$ cat config.mk
export PLATFORM = sky130hd
export DESIGN_NAME = gp_updown_timer_capture
export DESIGN_NICKNAME = d
export VERILOG_FILES = /design/src/design/gp_timer_pkg.sv /design/src/design/gp_updown_timer_capture.sv /design/src/design/prescaler.sv /design/src/design/sync2.sv
export SDC_FILE = /design/constraint.sdc
export NUM_CORES = 1
export LEC_CHECK = 0
export ABC_AREA = 0
export CORE_MARGIN = 5
export CORE_UTILIZATION = 40
export CTS_BUF_LIST = sky130_fd_sc_hd__clkbuf_4 sky130_fd_sc_hd__clkbuf_8
export DETAILED_ROUTE_END_ITERATION = 7
export DONT_BUFFER_PORTS = 1
export GPL_ROUTABILITY_DRIVEN = 0
export PLACE_DENSITY = 0.6
export SYNTH_ARGS = -nofsm -noshare
export SYNTH_HDL_FRONTEND = slang
export SYNTH_SLANG_ARGS = --single-unit
$ cat constraint.sdc
create_clock -name clk_sys -period 7.7 [get_ports clk_sys]
set_input_delay 0.385 -clock clk_sys [delete_from_list [all_inputs] [get_ports clk_sys]]
set_output_delay 0.385 -clock clk_sys [all_outputs]
set_load 0.01 [all_outputs]
$ cat src/design/gp_timer_pkg.sv
package gp_timer_pkg;
   localparam logic [31:0] ADDR_LOAD  = 32'h4000_0000;
   localparam logic [31:0] ADDR_COUNT = 32'h4000_0004;
   localparam logic [31:0] ADDR_CTRL  = 32'h4000_0008;
   localparam logic [31:0] ADDR_CLR   = 32'h4000_000c;
   localparam logic [31:0] ADDR_CAP   = 32'h4000_0010;
   localparam logic [31:0] ADDR_STAT  = 32'h4000_001c;
   localparam int          DATA_W     = 16;
   localparam int          EVT_N      = 16;
   localparam logic [15:0] FULL_SCALE = 16'hffff;
   localparam logic [15:0] ZERO_SCALE = 16'h0000;
   localparam logic [15:0] CTRL_RESET = 16'h000a;
   localparam logic [15:0] CTRL_WMASK = 16'h1fff;
   localparam int          CTRL_PRE_LO = 0;
   localparam int          CTRL_DIR    = 2;
   localparam int          CTRL_PER    = 3;
   localparam int          CTRL_EN     = 4;
   localparam int          CTRL_CLK_LO = 5;
   localparam int          CTRL_RLD    = 7;
   localparam int          CTRL_EVT_LO = 8;
   localparam int          CTRL_CAPEN  = 12;
   localparam int          STA_TO      = 0;
   localparam int          STA_CAP     = 1;
   localparam int          STA_CBUSY   = 6;
   localparam int          STA_SBUSY   = 7;
   localparam int          CLR_TO      = 0;
   localparam int          CLR_CAP     = 1;
   localparam logic [1:0]  CLK_PERIPH  = 2'h0;
   localparam logic [1:0]  CLK_SYSTEM  = 2'h1;
   localparam logic [1:0]  CLK_SLOW    = 2'h2;
   localparam logic [1:0]  CLK_FAST    = 2'h3;
   localparam int          PRE_D1      = 1;
   localparam int          PRE_D4      = 4;
   localparam int          PRE_D16     = 16;
   localparam int          PRE_D256    = 256;
   localparam int          PRE_D32768  = 32768;
   localparam logic [1:0]  SYNC_TICKS  = 2'h2;
   typedef enum logic [1:0] {
      SY_IDLE = 2'b01,
      SY_WAIT = 2'b10
   } sync_st_e;
endpackage : gp_timer_pkg

$ cat src/design/gp_updown_timer_capture.sv
// Functional notes
// - Free run wraps between zero and full scale.
// - Reaching end point raises timeout, status bit 0.
// - Writing clear bit 0 drops the timeout.
// - Periodic counts from load, direction from bit 2.
// - Periodic end point reloads load value, continues.
// - Reload-on-clear also reloads on clear write.
// - Interval is load or full minus load ticks.
// - Control write sets busy bit 6 until synced.
// - Enable change or clear sets bit 7 until synced.
// - Synchronisation takes about two timer clock periods.
// - Event select field bits 11:8, sixteen codes.
// - Selected event copies count, sets status bit 1.
// - Capture holds until clear bit 1 written.
// - Disabling resets the count to zero.
// - Clock select picks one of four sources.
// - Count read lags counter by two cycles.
// - Prescaler divides by 1, 4, 16, 256, 32768.
//
// Strobed register access is this design's own decision.
`timescale 1ns/100ps
module gp_updown_timer_capture #(
   parameter int DIV_MAX = gp_timer_pkg::PRE_D32768
) (
   input  wire logic                            clk_sys,
   input  wire logic                            rstn,
   input  wire logic [31:0]                     addr,
   input  wire logic [gp_timer_pkg::DATA_W-1:0] wdata,
   input  wire logic                            wr_en,
   input  wire logic                            rd_en,
   output logic      [gp_timer_pkg::DATA_W-1:0] rdata,
   input  wire logic                            slow_osc_in,
   input  wire logic                            fast_osc_in,
   input  wire logic [gp_timer_pkg::EVT_N-1:0]  event_src,
   output logic                                 timeout_irq
);
   import gp_timer_pkg::*;

   if (DIV_MAX != PRE_D32768 && DIV_MAX < PRE_D256 + 1) begin : g_bad_div
      $error("gp_updown_timer_capture: DIV_MAX must exceed 256");
   end

   // Maps the prescale code to a terminal count; the two oscillator sources have no divide-by-4 step.
   function automatic logic [15:0] div_m1_of(input logic [1:0] code, input logic async_src);
      int d;
      case (code)
         2'h0:    d = async_src ? PRE_D1 : PRE_D4;
         2'h1:    d = PRE_D16;
         2'h2:    d = PRE_D256;
         default: d = DIV_MAX;
      endcase
      div_m1_of = 16'((d - 1));
   endfunction : div_m1_of

   logic [15:0]      load_r;
   logic [15:0]      ctrl_r;
   logic [15:0]      cnt_r;
   logic [15:0]      cnt_nxt;
   logic [15:0]      cnt_d1_r;
   logic [15:0]      cnt_d2_r;
   logic [15:0]      cap_r;
   logic             sta_to_r;
   logic             sta_cap_r;
   logic             cbusy_r;
   logic             sbusy_r;
   logic [1:0]       sync_cnt_r;
   sync_st_e         sync_st_r;
   sync_st_e         sync_nxt;
   logic             slow_q;
   logic             fast_q;
   logic             slow_d_r;
   logic             fast_d_r;
   logic [EVT_N-1:0] evt_q;
   logic [EVT_N-1:0] evt_d_r;

   wire       en        = ctrl_r[CTRL_EN];
   wire       periodic  = ctrl_r[CTRL_PER];
   wire       count_up  = ctrl_r[CTRL_DIR];
   wire       reload_on_clear       = ctrl_r[CTRL_RLD];
   wire       cap_en    = ctrl_r[CTRL_CAPEN];
   wire [1:0] clk_sel   = ctrl_r[CTRL_CLK_LO +: 2];
   wire [1:0] pre_code  = ctrl_r[CTRL_PRE_LO +: 2];
   wire [3:0] evt_sel   = ctrl_r[CTRL_EVT_LO +: 4];
   wire       async_src = (clk_sel == CLK_SLOW) || (clk_sel == CLK_FAST);

   wire wr_load = wr_en && (addr == ADDR_LOAD);
   wire wr_ctrl = wr_en && (addr == ADDR_CTRL);
   wire wr_clr  = wr_en && (addr == ADDR_CLR);
   wire clr_to  = wr_clr && wdata[CLR_TO];
   wire clr_cap = wr_clr && wdata[CLR_CAP];

   wire [15:0] ctrl_wr_val = (wdata & CTRL_WMASK) | (ctrl_r & ~CTRL_WMASK);
   wire        en_change   = wr_ctrl && (ctrl_wr_val[CTRL_EN] != en);

   sync2 #(.W(2)) u_osc_sync (
      .clk_sys (clk_sys),
      .rstn    (rstn),
      .d       ({slow_osc_in, fast_osc_in}),
      .q       ({slow_q, fast_q})
   );

   sync2 #(.W(EVT_N)) u_evt_sync (
      .clk_sys (clk_sys),
      .rstn    (rstn),
      .d       (event_src),
      .q       (evt_q)
   );

   // The two bus-side sources advance every cycle; the oscillators advance on a rising edge.
   wire slow_rise = slow_q && !slow_d_r;
   wire fast_rise = fast_q && !fast_d_r;
   logic raw_tick;
   always_comb begin
      case (clk_sel)
         CLK_PERIPH: raw_tick = 1'b1;
         CLK_SYSTEM: raw_tick = 1'b1;
         CLK_SLOW:   raw_tick = slow_rise;
         default:    raw_tick = fast_rise;
      endcase
   end

   wire pulse;
   prescaler #(.DIV_MAX(DIV_MAX)) u_presc (
      .clk_sys (clk_sys),
      .rstn    (rstn),
      .tick    (raw_tick && en),
      .clear   (!en),
      .div_m1  (div_m1_of(pre_code, async_src)),
      .pulse   (pulse)
   );

   wire [15:0] start_val = periodic ? load_r : (count_up ? ZERO_SCALE : FULL_SCALE);
   wire [15:0] step_val  = count_up ? cnt_r + 16'h1 : cnt_r - 16'h1;
   wire        end_hit   = count_up ? (step_val == FULL_SCALE) : (step_val == ZERO_SCALE);
   // The end value itself is replaced by the restart value on the same tick, which
   // gives an interval of exactly load ticks down and full-minus-load ticks up.
   wire        wrap      = en && pulse && end_hit;
   wire        reload_clr = en && periodic && reload_on_clear && wr_clr;
   wire        start     = wr_ctrl && ctrl_wr_val[CTRL_EN] && !en;

   always_comb begin
      cnt_nxt = cnt_r;
      if (!en) begin
         cnt_nxt = ZERO_SCALE;
      end else if (reload_clr) begin
         cnt_nxt = load_r;
      end else if (wrap) begin
         cnt_nxt = start_val;
      end else if (pulse) begin
         cnt_nxt = step_val;
      end
   end

   always_ff @(posedge clk_sys or negedge rstn) begin
      if (!rstn) begin
         cnt_r <= ZERO_SCALE;
      end else if (start) begin
         cnt_r <= ctrl_wr_val[CTRL_PER] ? load_r :
                  (ctrl_wr_val[CTRL_DIR] ? ZERO_SCALE : FULL_SCALE);
      end else begin
         cnt_r <= cnt_nxt;
      end
   end

   // Reads see the count through the same two-stage delay as the synchronisers.
   always_ff @(posedge clk_sys or negedge rstn) begin
      if (!rstn) begin
         cnt_d1_r <= ZERO_SCALE;
         cnt_d2_r <= ZERO_SCALE;
      end else begin
         cnt_d1_r <= cnt_r;
         cnt_d2_r <= cnt_d1_r;
      end
   end

   always_ff @(posedge clk_sys or negedge rstn) begin
      if (!rstn) begin
         load_r <= 16'h0;
         ctrl_r <= CTRL_RESET;
      end else begin
         if (wr_load) begin
            load_r <= wdata;
         end
         if (wr_ctrl) begin
            ctrl_r <= ctrl_wr_val;
         end
      end
   end

   // Timeout flag: a set in the same cycle as its clear wins.
   always_ff @(posedge clk_sys or negedge rstn) begin
      if (!rstn) begin
         sta_to_r    <= 1'b0;
         timeout_irq <= 1'b0;
      end else begin
         sta_to_r    <= wrap || (sta_to_r && !clr_to);
         timeout_irq <= wrap || (sta_to_r && !clr_to);
      end
   end

   // Capture: first rising edge of the chosen source, ignored while one is pending.
   wire evt_rise = evt_q[evt_sel] && !evt_d_r[evt_sel];
   wire cap_take = cap_en && evt_rise && (!sta_cap_r || clr_cap);

   always_ff @(posedge clk_sys or negedge rstn) begin
      if (!rstn) begin
         slow_d_r  <= 1'b0;
         fast_d_r  <= 1'b0;
         evt_d_r   <= '0;
         cap_r     <= 16'h0;
         sta_cap_r <= 1'b0;
      end else begin
         slow_d_r <= slow_q;
         fast_d_r <= fast_q;
         evt_d_r  <= evt_q;
         if (cap_take) begin
            cap_r <= cnt_r;
         end
         sta_cap_r <= cap_take || (sta_cap_r && !clr_cap);
      end
   end

   // Busy bits model the hand-over into the timer clock domain, counted in source ticks.
   wire sync_trig = wr_ctrl || wr_clr;
   always_comb begin
      case (sync_st_r)
         SY_IDLE: sync_nxt = sync_trig ? SY_WAIT : SY_IDLE;
         SY_WAIT: sync_nxt = (!sync_trig && raw_tick && sync_cnt_r == SYNC_TICKS - 2'h1) ? SY_IDLE : SY_WAIT;
         default: sync_nxt = SY_IDLE;
      endcase
   end

   always_ff @(posedge clk_sys or negedge rstn) begin
      if (!rstn) begin
         sync_st_r  <= SY_IDLE;
         sync_cnt_r <= 2'h0;
         cbusy_r    <= 1'b0;
         sbusy_r    <= 1'b0;
      end else begin
         sync_st_r <= sync_nxt;
         if (sync_trig) begin
            sync_cnt_r <= 2'h0;
         end else if (raw_tick && sync_st_r == SY_WAIT) begin
            sync_cnt_r <= sync_cnt_r + 2'h1;
         end
         if (wr_ctrl) begin
            cbusy_r <= 1'b1;
         end else if (sync_nxt == SY_IDLE) begin
            cbusy_r <= 1'b0;
         end
         if (en_change || wr_clr) begin
            sbusy_r <= 1'b1;
         end else if (sync_nxt == SY_IDLE) begin
            sbusy_r <= 1'b0;
         end
      end
   end

   logic [15:0] stat_word;
   always_comb begin
      stat_word            = 16'h0;
      stat_word[STA_TO]    = sta_to_r;
      stat_word[STA_CAP]   = sta_cap_r;
      stat_word[STA_CBUSY] = cbusy_r;
      stat_word[STA_SBUSY] = sbusy_r;
   end

   wire [15:0] rd_mux = (addr == ADDR_LOAD)  ? load_r :
                        (addr == ADDR_COUNT) ? cnt_d2_r :
                        (addr == ADDR_CTRL)  ? ctrl_r :
                        (addr == ADDR_CAP)   ? cap_r :
                        (addr == ADDR_STAT)  ? stat_word : 16'h0;

   always_ff @(posedge clk_sys or negedge rstn) begin
      if (!rstn) begin
         rdata <= 16'h0;
      end else begin
         rdata <= rd_en ? rd_mux : 16'h0;
      end
   end
endmodule : gp_updown_timer_capture

$ cat src/design/prescaler.sv
`timescale 1ns/100ps
module prescaler #(
   parameter int DIV_MAX = 32768
) (
   input  wire logic        clk_sys,
   input  wire logic        rstn,
   input  wire logic        tick,
   input  wire logic        clear,
   input  wire logic [15:0] div_m1,
   output logic             pulse
);
   logic [15:0] cnt_r;
   logic        at_end;

   if (DIV_MAX < 1 || DIV_MAX > 65536) begin : g_bad_div
      $error("prescaler: DIV_MAX out of range");
   end

   assign at_end = (cnt_r >= div_m1);
   assign pulse  = tick & at_end;

   always_ff @(posedge clk_sys or negedge rstn) begin
      if (!rstn) begin
         cnt_r <= 16'h0;
      end else if (clear || pulse) begin
         cnt_r <= 16'h0;
      end else if (tick) begin
         cnt_r <= cnt_r + 16'h1;
      end
   end
endmodule : prescaler

$ cat src/design/sync2.sv
`timescale 1ns/100ps
module sync2 #(
   parameter int W = 1
) (
   input  wire logic         clk_sys,
   input  wire logic         rstn,
   input  wire logic [W-1:0] d,
   output logic      [W-1:0] q
);
   logic [W-1:0] meta_r;

   always_ff @(posedge clk_sys or negedge rstn) begin
      if (!rstn) begin
         meta_r <= '0;
         q      <= '0;
      end else begin
         meta_r <= d;
         q      <= meta_r;
      end
   end
endmodule : sync2

; ---- After elaboration in Yosys (flattened, before gate mapping)
; Cells that the tools add are included.
[word_totals]
latchBits = 0
register_bits = 190
out_inout_bits = 17
mem_count = 0
in_bits = 70
ramBits = 0
rom_bits = 0
[op_classes]
div = 0
n_shift = 0
mul = 0
addsub = 5
bitwise_logic = 2
order_cmp = 2
n_reduce_logical = 47
eq_ne = 18
muxes = 34
[ops]
columns = op, n
row1 = $mux 16, 17
row2 = $eq 32x31->1 const B, 6
row3 = $pmux 16 s3, 1
row4 = $add 16x1->16 const B, 2
row5 = $logic_and 1x1->1, 24
row6 = $eq 16x16->1 const B, 1
row7 = $ge 16x16->1, 1
row8 = $logic_not 16->1, 1
row9 = $or 13x16->16, 1
row10 = $sub 16x1->16 const B, 1
row11 = $sub 16x2->16 const B, 1
row12 = $eq 2x1->1 const B, 5
row13 = $bmux 1 s4, 2
row14 = $eq 2x2->1 const B, 4
row15 = $logic_not 1->1, 8
row16 = $mux 2, 4
row17 = $mux 8, 1
row18 = $reduce_bool 2->1, 4
row19 = $logic_or 1x1->1, 7
row20 = $mux 1, 6
row21 = $lt 4x5->1 const B, 1
row22 = $ne 5x1->1 const B, 1
row23 = $logic_not 2->1, 2
row24 = $pmux 2 s2, 1
row25 = other kinds (6), 6

; ---- Depth between registers and ports, before layout
; Gate-level depths: netlist of run 1.
[logic_depth]
ltp_word = 13
depth_mapped = 16
ltp_nobuf = 15

; ---- Modules after synthesis
; From an unflattened synthesis of run 1, not the netlist that was laid out.
[unflattened]
hier_cells = 866
hier_area_um2 = 9255.1
[by_module_without_submodules]
columns = mod, area_per_inst_um2, n_inst, cells_per_inst
row1 = gp_updown_timer_capture, 7060.5, 1, 689
row2 = prescaler, 1293.7, 1, 141
row3 = sync2 at u_evt_sync, 800.8, 1, 32
row4 = sync2 at u_osc_sync, 100.1, 1, 4

; ---- Worst setup path after synthesis of run 1
; No wires, ideal clock.
[synth_path]
kind = reg2reg
start = register ctrl_r[2]
end = register cnt_r[8]
t_arrival_ns = 3.680
setup_time_ns = 0.074
setup_slack_ns = 3.947
stages_incl_launch_ff = 16
path_cell_list = dfrtp_1 > clkbuf_1 > inv_1 > ha_1 > buf_6 > o21a_1 > o211a_4 > o21ai_1 > or4b_1 > a21oi_2 > xor2_2 > nor4_1 > a2bb2oi_2 > buf_6 > mux2_4 > o21ai_2
[synth_between]
elab_chain_cells = 8
word_cells_on_any_way = 13
[synth_lines]
columns = element, line_no
row1 = start: declaration, gp_updown_timer_capture.sv:56  ; logic [15:0] ctrl_r;
row2 = start signal: assignment, gp_updown_timer_capture.sv:185  ; ctrl_r <= ctrl_wr_val;
row3 = $mux 16, gp_updown_timer_capture.sv:133  ; wire [15:0] step_val = count_up ? cnt_r + 16'h1 : cnt_r - 16'h1;
row4 = $eq 16x16->1 or $logic_not 16->1 (tied branches), gp_updown_timer_capture.sv:134  ; wire end_hit = count_up ? (step_val == FULL_SCALE) : (step_val == ZERO_SCALE);
row5 = $mux 1, gp_updown_timer_capture.sv:134
row6 = $logic_and 1x1->1, gp_updown_timer_capture.sv:137  ; wire wrap = en && pulse && end_hit;
row7 = $mux 16, gp_updown_timer_capture.sv:147  ; end else if (wrap) begin
row8 = $mux 16, gp_updown_timer_capture.sv:145  ; end else if (reload_clr) begin
row9 = $mux 16, gp_updown_timer_capture.sv:143  ; if (!en) begin
row10 = $mux 16, gp_updown_timer_capture.sv:157  ; end else if (start) begin
row11 = end signal: assignment, gp_updown_timer_capture.sv:158  ; cnt_r <= ctrl_wr_val[CTRL_PER] ? load_r :
row12 = end signal: assignment, gp_updown_timer_capture.sv:161  ; cnt_r <= cnt_nxt;
row13 = end: declaration, gp_updown_timer_capture.sv:57  ; logic [15:0] cnt_r;
; Parallel ways exist; a longest one is shown, timed or not. The select of a mux whose other input is x is not followed.
; A chain may end at the register's enable or synchronous reset.

; ---- Worst setup path in the final report of run 1
[layout_path]
start = register ctrl_r[2]
end = register cnt_r[1]
; Same word-level chain as after synthesis.

==> results of run 1 <==
==> cells in the final DEF, fill, tap and decap left out, drive strengths merged, types with 11 or more instances in the layout <==
cell,n
dfrtp,184
nand2,80
a21oi,64
nor2,53
o21ai,49
inv,48
mux2,45
ha,37
nor2b,24
dlygate4sd3,18
clkbuf,17
nor3,16
o211ai,15
nand4,15
nand3,14
nor4,11
a22oi,11
xor2,11
==> logic make-up (layout without fill, tap and decap cells) <==
| kind of cell | count (synthesis) | after routing |
|---|---|---|
| AOI/OAI and AO/OA | 207 | 207 |
| adders and majority gates | 38 | 38 |
| xor gates and xnor gates | 20 | 20 |
| buffers and inverters | 73 | 96 |
| and+or+nand+nor | 260 | 260 |
| other | 1 | 1 |
| muxes | 54 | 54 |
| DFF | 187 | 187 |
==> registers in the layout, summed over array words and instances, names as in the netlist, 16 cells and up <==
register	count
cap_r	16
cnt_d1_r	16
cnt_d2_r	16
cnt_r	16
evt_d_r	16
load_r	16
rdata	16
u_evt_sync.meta_r	16
u_evt_sync.q	16
u_presc.cnt_r	16
==> per-layer routing <==
| metal | vias up | routed length [um] |
|---|---|---|
| li1 | 3042 | - |
| met5 | - | 0 |
| met2 | 176 | 9700 |
| met3 | 28 | 1110 |
| met1 | 3192 | 10000 |
| met4 | 0 | 400 |
==> stage by stage <==
step / worst slack [ps] / power [mW] / hold slack, ps / instance area, um^2
floorplan: 3950 / 1.03 / 89.4 / 8960
global placement: 3380 / 1.03 / 97.4 / 9200
detailed placement: 3290 / 1.03 / 96.6 / 9200
CTS: 3270 / 1.75 / 3.12 / 9840
global route: 2890 / 1.79 / 9.34 / 9840
finish: 3280 / 1.73 / -80.4 / 9840
==> worst reg2reg max path, delay by kind of cell (launching register included) <==
kind,cells,cell delay (ps)
flops,1,540
buf+inv,1,340
compound gates,5,1600
mux,1,410
fa+ha+maj,1,560
simple gates,4,910
==> worst paths after layout <==
kind                                       start                            end  slack [ps]  cells after the start
max                        ctrl_r[2]$_DFFE_PN0P_           cnt_r[1]$_DFFE_PN0P_        3280                     12
min                                         rstn  u_presc.cnt_r[14]$_DFFE_PN0P_         -80                      1
max reg2reg                ctrl_r[2]$_DFFE_PN0P_           cnt_r[1]$_DFFE_PN0P_        3280                     12
min reg2reg                cnt_d1_r[0]$_DFF_PN0_          cnt_d2_r[0]$_DFF_PN0_         350                      0
max in group asynchronous                   rstn         cnt_d1_r[10]$_DFF_PN0_        7090                      1
min in group clk_sys                   wdata[14]         load_r[14]$_DFFE_PN0P_          40                      1
==> cell type report <==
type	instances	area, um^2
Fill cell	2033	12100
Sequential cell	187	4680
Multi-Input combinational cell	580	3990
Tap cell	280	350
Clock buffer	17	234
Timing Repair Buffer	22	230
Clock inverter	15	195
Inverter	42	158
==> power by group <==
| part | switching, mW | internal (mW) |
|---|---|---|
| logic | 0.0253 | 0.0144 |
| registers | 0.00499 | 0.996 |
| clock network | 0.407 | 0.280 |
| total | 0.438 | 1.29 |
==> key figures, run 1 <==
Final layout
  • Layout Cells excl Fill: 1143
  • P&R area growth vs syn: 9.76%
  • Antenna cells: 0
  • Nets: ~960
  • Share of cells above drive strength 1: roughly 12%
  • Final core occ: between 40% and 50%

Synthesis
  • Syn nets: about 950
  • Synth Area in Adders: about 5.4%
  • Simple-Gate Fraction of Synth Area: 14.5%
  • Mean Syn Cell Area: about 11 um^2
  • Synth Cell Area: 8960 um^2
  • Mux share of post-synthesis cell area: between 6 and 7%
  • Count leader, synth: dfrtp_1
  • Most instantiated cells after synthesis: 184 x dfrtp_1, 80 x nand2_1, 63 x a21oi_1
  • Netlist cell types: 76
  • Async S/R FF share, synth: 100%
  • Top post-synthesis cells by area: dfrtp_1 51%, mux2_2 5.5%, ha_1 5.2%, a21oi_1 3.5%, nand2_1 3.4%
  • Seq cells post-synth: 187
  • Count of yosys warnings during synthesis: 0
  • Synth Area in XOR/XNOR: 2.04%
  • Top-area cell type share of the netlist area: roughly half
  • Compound-Gate Fraction of Synth Area: approximately 16%
  • Area leader, netlist: dfrtp_1
  • Ys flop type: dfrtp_1
  • Largest family of logic cells by synthesized area: compound AO/OA/AOI/OAI gates
  • Sequential share of the synthesized area: between 50% and 60%
  • Cells after Synth: 840
  • Post-synth EDFFs: 0

Route
  • Iter 0 DRT Violations: 477
  • DRT antenna net count: 0
  • Via density: around 5.6
  • Number of detailed-route iterations in the first pass: 6
  • Routed WL: ~21 mm
  • Wire per inst: 18.6 um
  • Routed vias: about 6400
  • DRC Markers: 0

Setup path
  • CP required: approximately 8100 ps
  • Slowest stage delay, CP: just over 600 ps
  • WS Path Type: reg2reg
  • Crit. End Element: register
  • Slowest cell on the critical path: a2bb2oi_2
  • Cell breakdown of the critical path: inv_1, ha_1, a21oi_1, o21ai_0, nor3_1, a211o_1, nor2_2, nand2_1, nor4_1, a2bb2oi_2, mux2_2, o21ai_1
  • Buf+Inv Stages, Crit Path: 1
  • Critical path arrival: a little under 5000 ps
  • Setup crit start kind: register
  • CP max FO: 15
  • CP top delay family: compound AO/OA/AOI/OAI gates

Clocking
  • Clock latency on the worst-skew pair: 480 ps
  • CTS H-tree lvls: 4
  • TritonCTS clock tree: done
  • Post-CTS Setup Inserts: 0
  • Reg clk slew, reported paths: roughly 110 ps
  • CTS Buf Count: 17
  • # clock sinks: between 150 and 200
  • CTS Root Cell: clkbuf_8
  • Hold Buf Count CTS: 19
  • Post-CTS sizing: 0
  • Max Root-Sink Buffers: 2

STA
  • Least-Margin Pin Slew: 1130 ps
  • Max Freq: approximately 230 MHz
  • Final Setup Violations: 0
  • Setup repair after global routing missed its margin: no
  • Final Hold Fails: 35
  • Hold_ws: -80.4 ps
  • Final Skew: approximately 26 ps
  • Crit path time final: around 4400 ps
  • Crit share post-route: between 50 and 60%
  • Slew HR: about 25%
  • Final Max Slew Viols: 0
  • Setup TNS: 0 ps

Hold path
  • Tightest Hold Check Type: in2async

Place
  • Post-DP HPWL: between 15 and 20 mm
  • Input/output buffers: 0
  • Placed cells: 1092

GRT
  • Grt total ovfl: 0
  • Largest net degree at the start of global routing: 188
  • First-pass GRT wire length: ~34 mm
  • Vias in the first global route: 6272
  • Gr usage total: between 15 and 20%
  • Met3 GRT Util: roughly 3.3%
  • Met1 Use GR: roughly a quarter
  • Busiest grt layer: met2
  • GR Util met2: between 20% and 30%
  • Initial antenna violation count: 0

Power
  • Maximum VDD drop: 0.0000942 V
  • Leak Pwr: around 4.4 nW
  • Pwr dens: 176 nW/um^2

Floorplanning
  • Die extent in y: between 150 and 200 um
  • Die area: ~25000 um^2
  • Rows: 54
  • DIE WIDTH: approximately 160 um
  • Starting Density: 40.8%
  • Core ar.: about 22000 um^2
  • # IOs: 87

Run
  • Max-cap violations: 0

Status
  • Violated checks: negative hold slack
  • Outcome: finished with violations
(Power assumes the default switching activity.)
==> inputs of run 2 (changes only) <==
Settings changed: PLACE_DENSITY 0.6 to 0.62.
Clock period 7.7 ns to 4 ns, I/O delays scaled along.
==> key figures, run 2 (same netlist as run 1, synthesis figures left out) <==
Floorplanning
  • Rows: 54 (unchanged)
  • DIE WIDTH: 160 um (unchanged)
  • Die area: 25500 um^2 (unchanged)
  • Die extent in y: 160 um (unchanged)
  • # IOs: 87 (unchanged)
  • Core ar.: 22000 um^2 (unchanged)
  • Starting Density: 40.8% (unchanged)

Setup path
  • Slowest cell on the critical path: or4b_1
  • Critical path arrival: 4140 ps (-670 ps)
  • Crit-path most repeated cell: o21ai_1
  • CP max FO: 11 (-4)
  • Reg2reg path depth: 13 (+1)
  • Crit. End Element: register
  • WS Path Type: reg2reg
  • Setup crit start kind: register
  • RR Endpoint: cnt_r[1]$_DFFE_PN0P_
  • Reg-to-reg slack, setup: 250 ps (-3030 ps)
  • Cell breakdown of the critical path: clkinvlp_4, ha_1, a21oi_1, nand2_1, o21ai_1, or4b_1, a21oi_2, xor2_2, nand4_1, a2bb2oi_2, buf_4, mux2_2, o21ai_1
  • CP required: 4390 ps (-3710 ps)
  • Reg2reg start: ctrl_r[2]$_DFFE_PN0P_
  • Slowest stage delay, CP: 460 ps (-160 ps)

GRT
  • Grt total ovfl: 0 (unchanged)
  • Largest net degree at the start of global routing: 188 (unchanged)
  • Vias in the first global route: 6346 (+1.2%)
  • Initial antenna violation count: 0 (unchanged)
  • First-pass GRT wire length: 34.5 mm (+0.56%)
  • Gr usage total: 16.8% (+0.089 points)

Clocking
  • Hold Buf Count CTS: 37 (+18)
  • Max Root-Sink Buffers: 2 (unchanged)
  • TritonCTS clock tree: done
  • CTS Buf Count: 17 (unchanged)
  • CTS H-tree lvls: 4 (unchanged)
  • Clock latency on the worst-skew pair: 470 ps (about the same)
  • Reg clk slew, reported paths: 100 ps (about the same)
  • # clock sinks: 187 (unchanged)
  • CTS Root Cell: clkbuf_8

Route
  • Number of detailed-route iterations in the first pass: 6 (unchanged)
  • Routed vias: 6572 (+2.1%)
  • DRC Markers: 0 (unchanged)
  • DRT antenna net count: 0 (unchanged)
  • Wire per inst: 18.2 um (-2.2%)
  • Via density: 5.55 (-1.5%)
  • Routed WL: 21.5 mm (+1.4%)
  • Iter 0 DRT Violations: 458 (-4.0%)

Final layout
  • P&R area growth vs syn: 13.7%
  • Share of cells above drive strength 1: 15.1% (+3.1 points)
  • Nets: 1000 (+4.4%)
  • Most frequent cells in the layout: 183 x dfrtp_1, 80 x nand2_1, 62 x a21oi_1, 52 x nor2_1, 44 x mux2_2
  • Antenna cells: 0 (unchanged)
  • Commonest non-fill, non-tap cell in the layout: dfrtp_1
  • Layout Cells excl Fill: 1185 (+3.7%)

Status
  • Violated checks: negative hold slack
  • Outcome: finished with violations

Place
  • Placed cells: 1112 (+1.8%)
  • DP Worst Slack: 106 ps (-3180 ps)
  • Input/output buffers: 0 (unchanged)
  • Post-DP HPWL: 15.5 mm (+0.95%)

Power
  • Leak Pwr: 4.54 nW (+3.7%)
  • Pwr dens: 315 nW/um^2 (+79%)
  • Maximum VDD drop: 0.000165 V (+75%)

STA
  • Final Hold Fails: 187 (+430%)
  • Setup repair after global routing missed its margin: no
  • Least-Margin Pin Slew: 639 ps (-486 ps)
  • Final Skew: 11.9 ps (-13.9 ps)
  • Setup ws final: 254 ps (-3030 ps)
  • Crit share post-route: 93.7% (+36 points)
  • Max Freq: 267 MHz (+18%)
  • Final Setup Violations: 0 (unchanged)
  • Crit path time final: 3750 ps (-671 ps)
  • Final Max Slew Viols: 0 (unchanged)
  • Hold_ws: -584 ps (-504 ps)
  • Slew HR: 57.2% (+32 points)
  • Setup TNS: 0 ps (unchanged)

Hold path
  • Tightest Hold Check Type: in2async

Run
  • Max-cap violations: 0 (unchanged)
run 2: cell types whose count changed in the layout (fill, tap and decap cells not counted), sizes merged:
cell and change:
clkinvlp +3, clkbuf +1, dlygate4sd3 +19, clkinv -2
buf +22, bufinv -1
run 2: how the worst max path moves through the flow:
stage | start | endpoint | slack [ps]
6_report | ctrl_r[2]$_DFFE_PN0P_ | cnt_r[1]$_DFFE_PN0P_ | 250
3_3_place_gp | ctrl_r[2]$_DFFE_PN0P_ | cnt_r[1]$_DFFE_PN0P_ | 210
2_1_floorplan | ctrl_r[2]$_DFFE_PN0P_ | cnt_r[8]$_DFFE_PN0P_ | 250
5_1_grt | ctrl_r[0]$_DFFE_PN0P_ | cnt_r[11]$_DFFE_PN0P_ | 10
3_5_place_dp | ctrl_r[2]$_DFFE_PN0P_ | cnt_r[1]$_DFFE_PN0P_ | 110
4_1_cts | ctrl_r[2]$_DFFE_PN0P_ | cnt_r[1]$_DFFE_PN0P_ | 60
run 2: layout make-up:
type / instances / area, um^2
multi-input cells: 580 / 4030
clock inverters: 14 / 146
well taps: 280 / 350
repair inverters: 1 / 7.51
flip-flops and latches: 187 / 4680
inverters: 42 / 161
clock buffers: 18 / 241
fillers: 2051 / 11800
repair buffers: 63 / 566
run 2: where the power goes:
group	total [mW]	leakage (nW)	internal [mW]	switching (mW)
Sequential	1.93	2.46	1.92	0.00948
Clock	1.22	0.195	0.474	0.745
Combinational	0.0624	1.88	0.0374	0.0250
run 2: worst max-delay path: cells and delay by family, from the launching register on:
kind	cells	cell delay [ps]
compound gates	5	910
xor+xnor	1	290
fa+ha+maj	1	440
buf+inv	2	440
flops	1	440
mux	1	350
simple gates	3	790
run 2: metal layers:
metal  part of all wire (%)  vias to the layer above  track usage [%]
met4                    1.3                        0             4.22
met3                    4.6                       22             2.94
met5                      0                        -                0
met1                     47                     3230             24.6
met2                     47                      189             26.2
li1                       -                     3131                -
run 2: stage by stage:
step	hold slack (ps)	utilization [%]	power [mW]	area, um^2
floorplan	-95.6	-	1.99	8960
global placement	-89.4	42.6	1.99	9350
finish	-584	46.4	3.21	10200
global route	-620	46.4	3.33	10200
detailed placement	-89.3	42.6	1.99	9350
CTS	-607	46.0	3.24	10100
run 2: timing repair:
action | in CTS | in global routing
resized for setup | 0 | 13
setup endpoints to repair | 0 | 15
buffers inserted | 0 | 3
hold endpoints to repair | 264 | 187
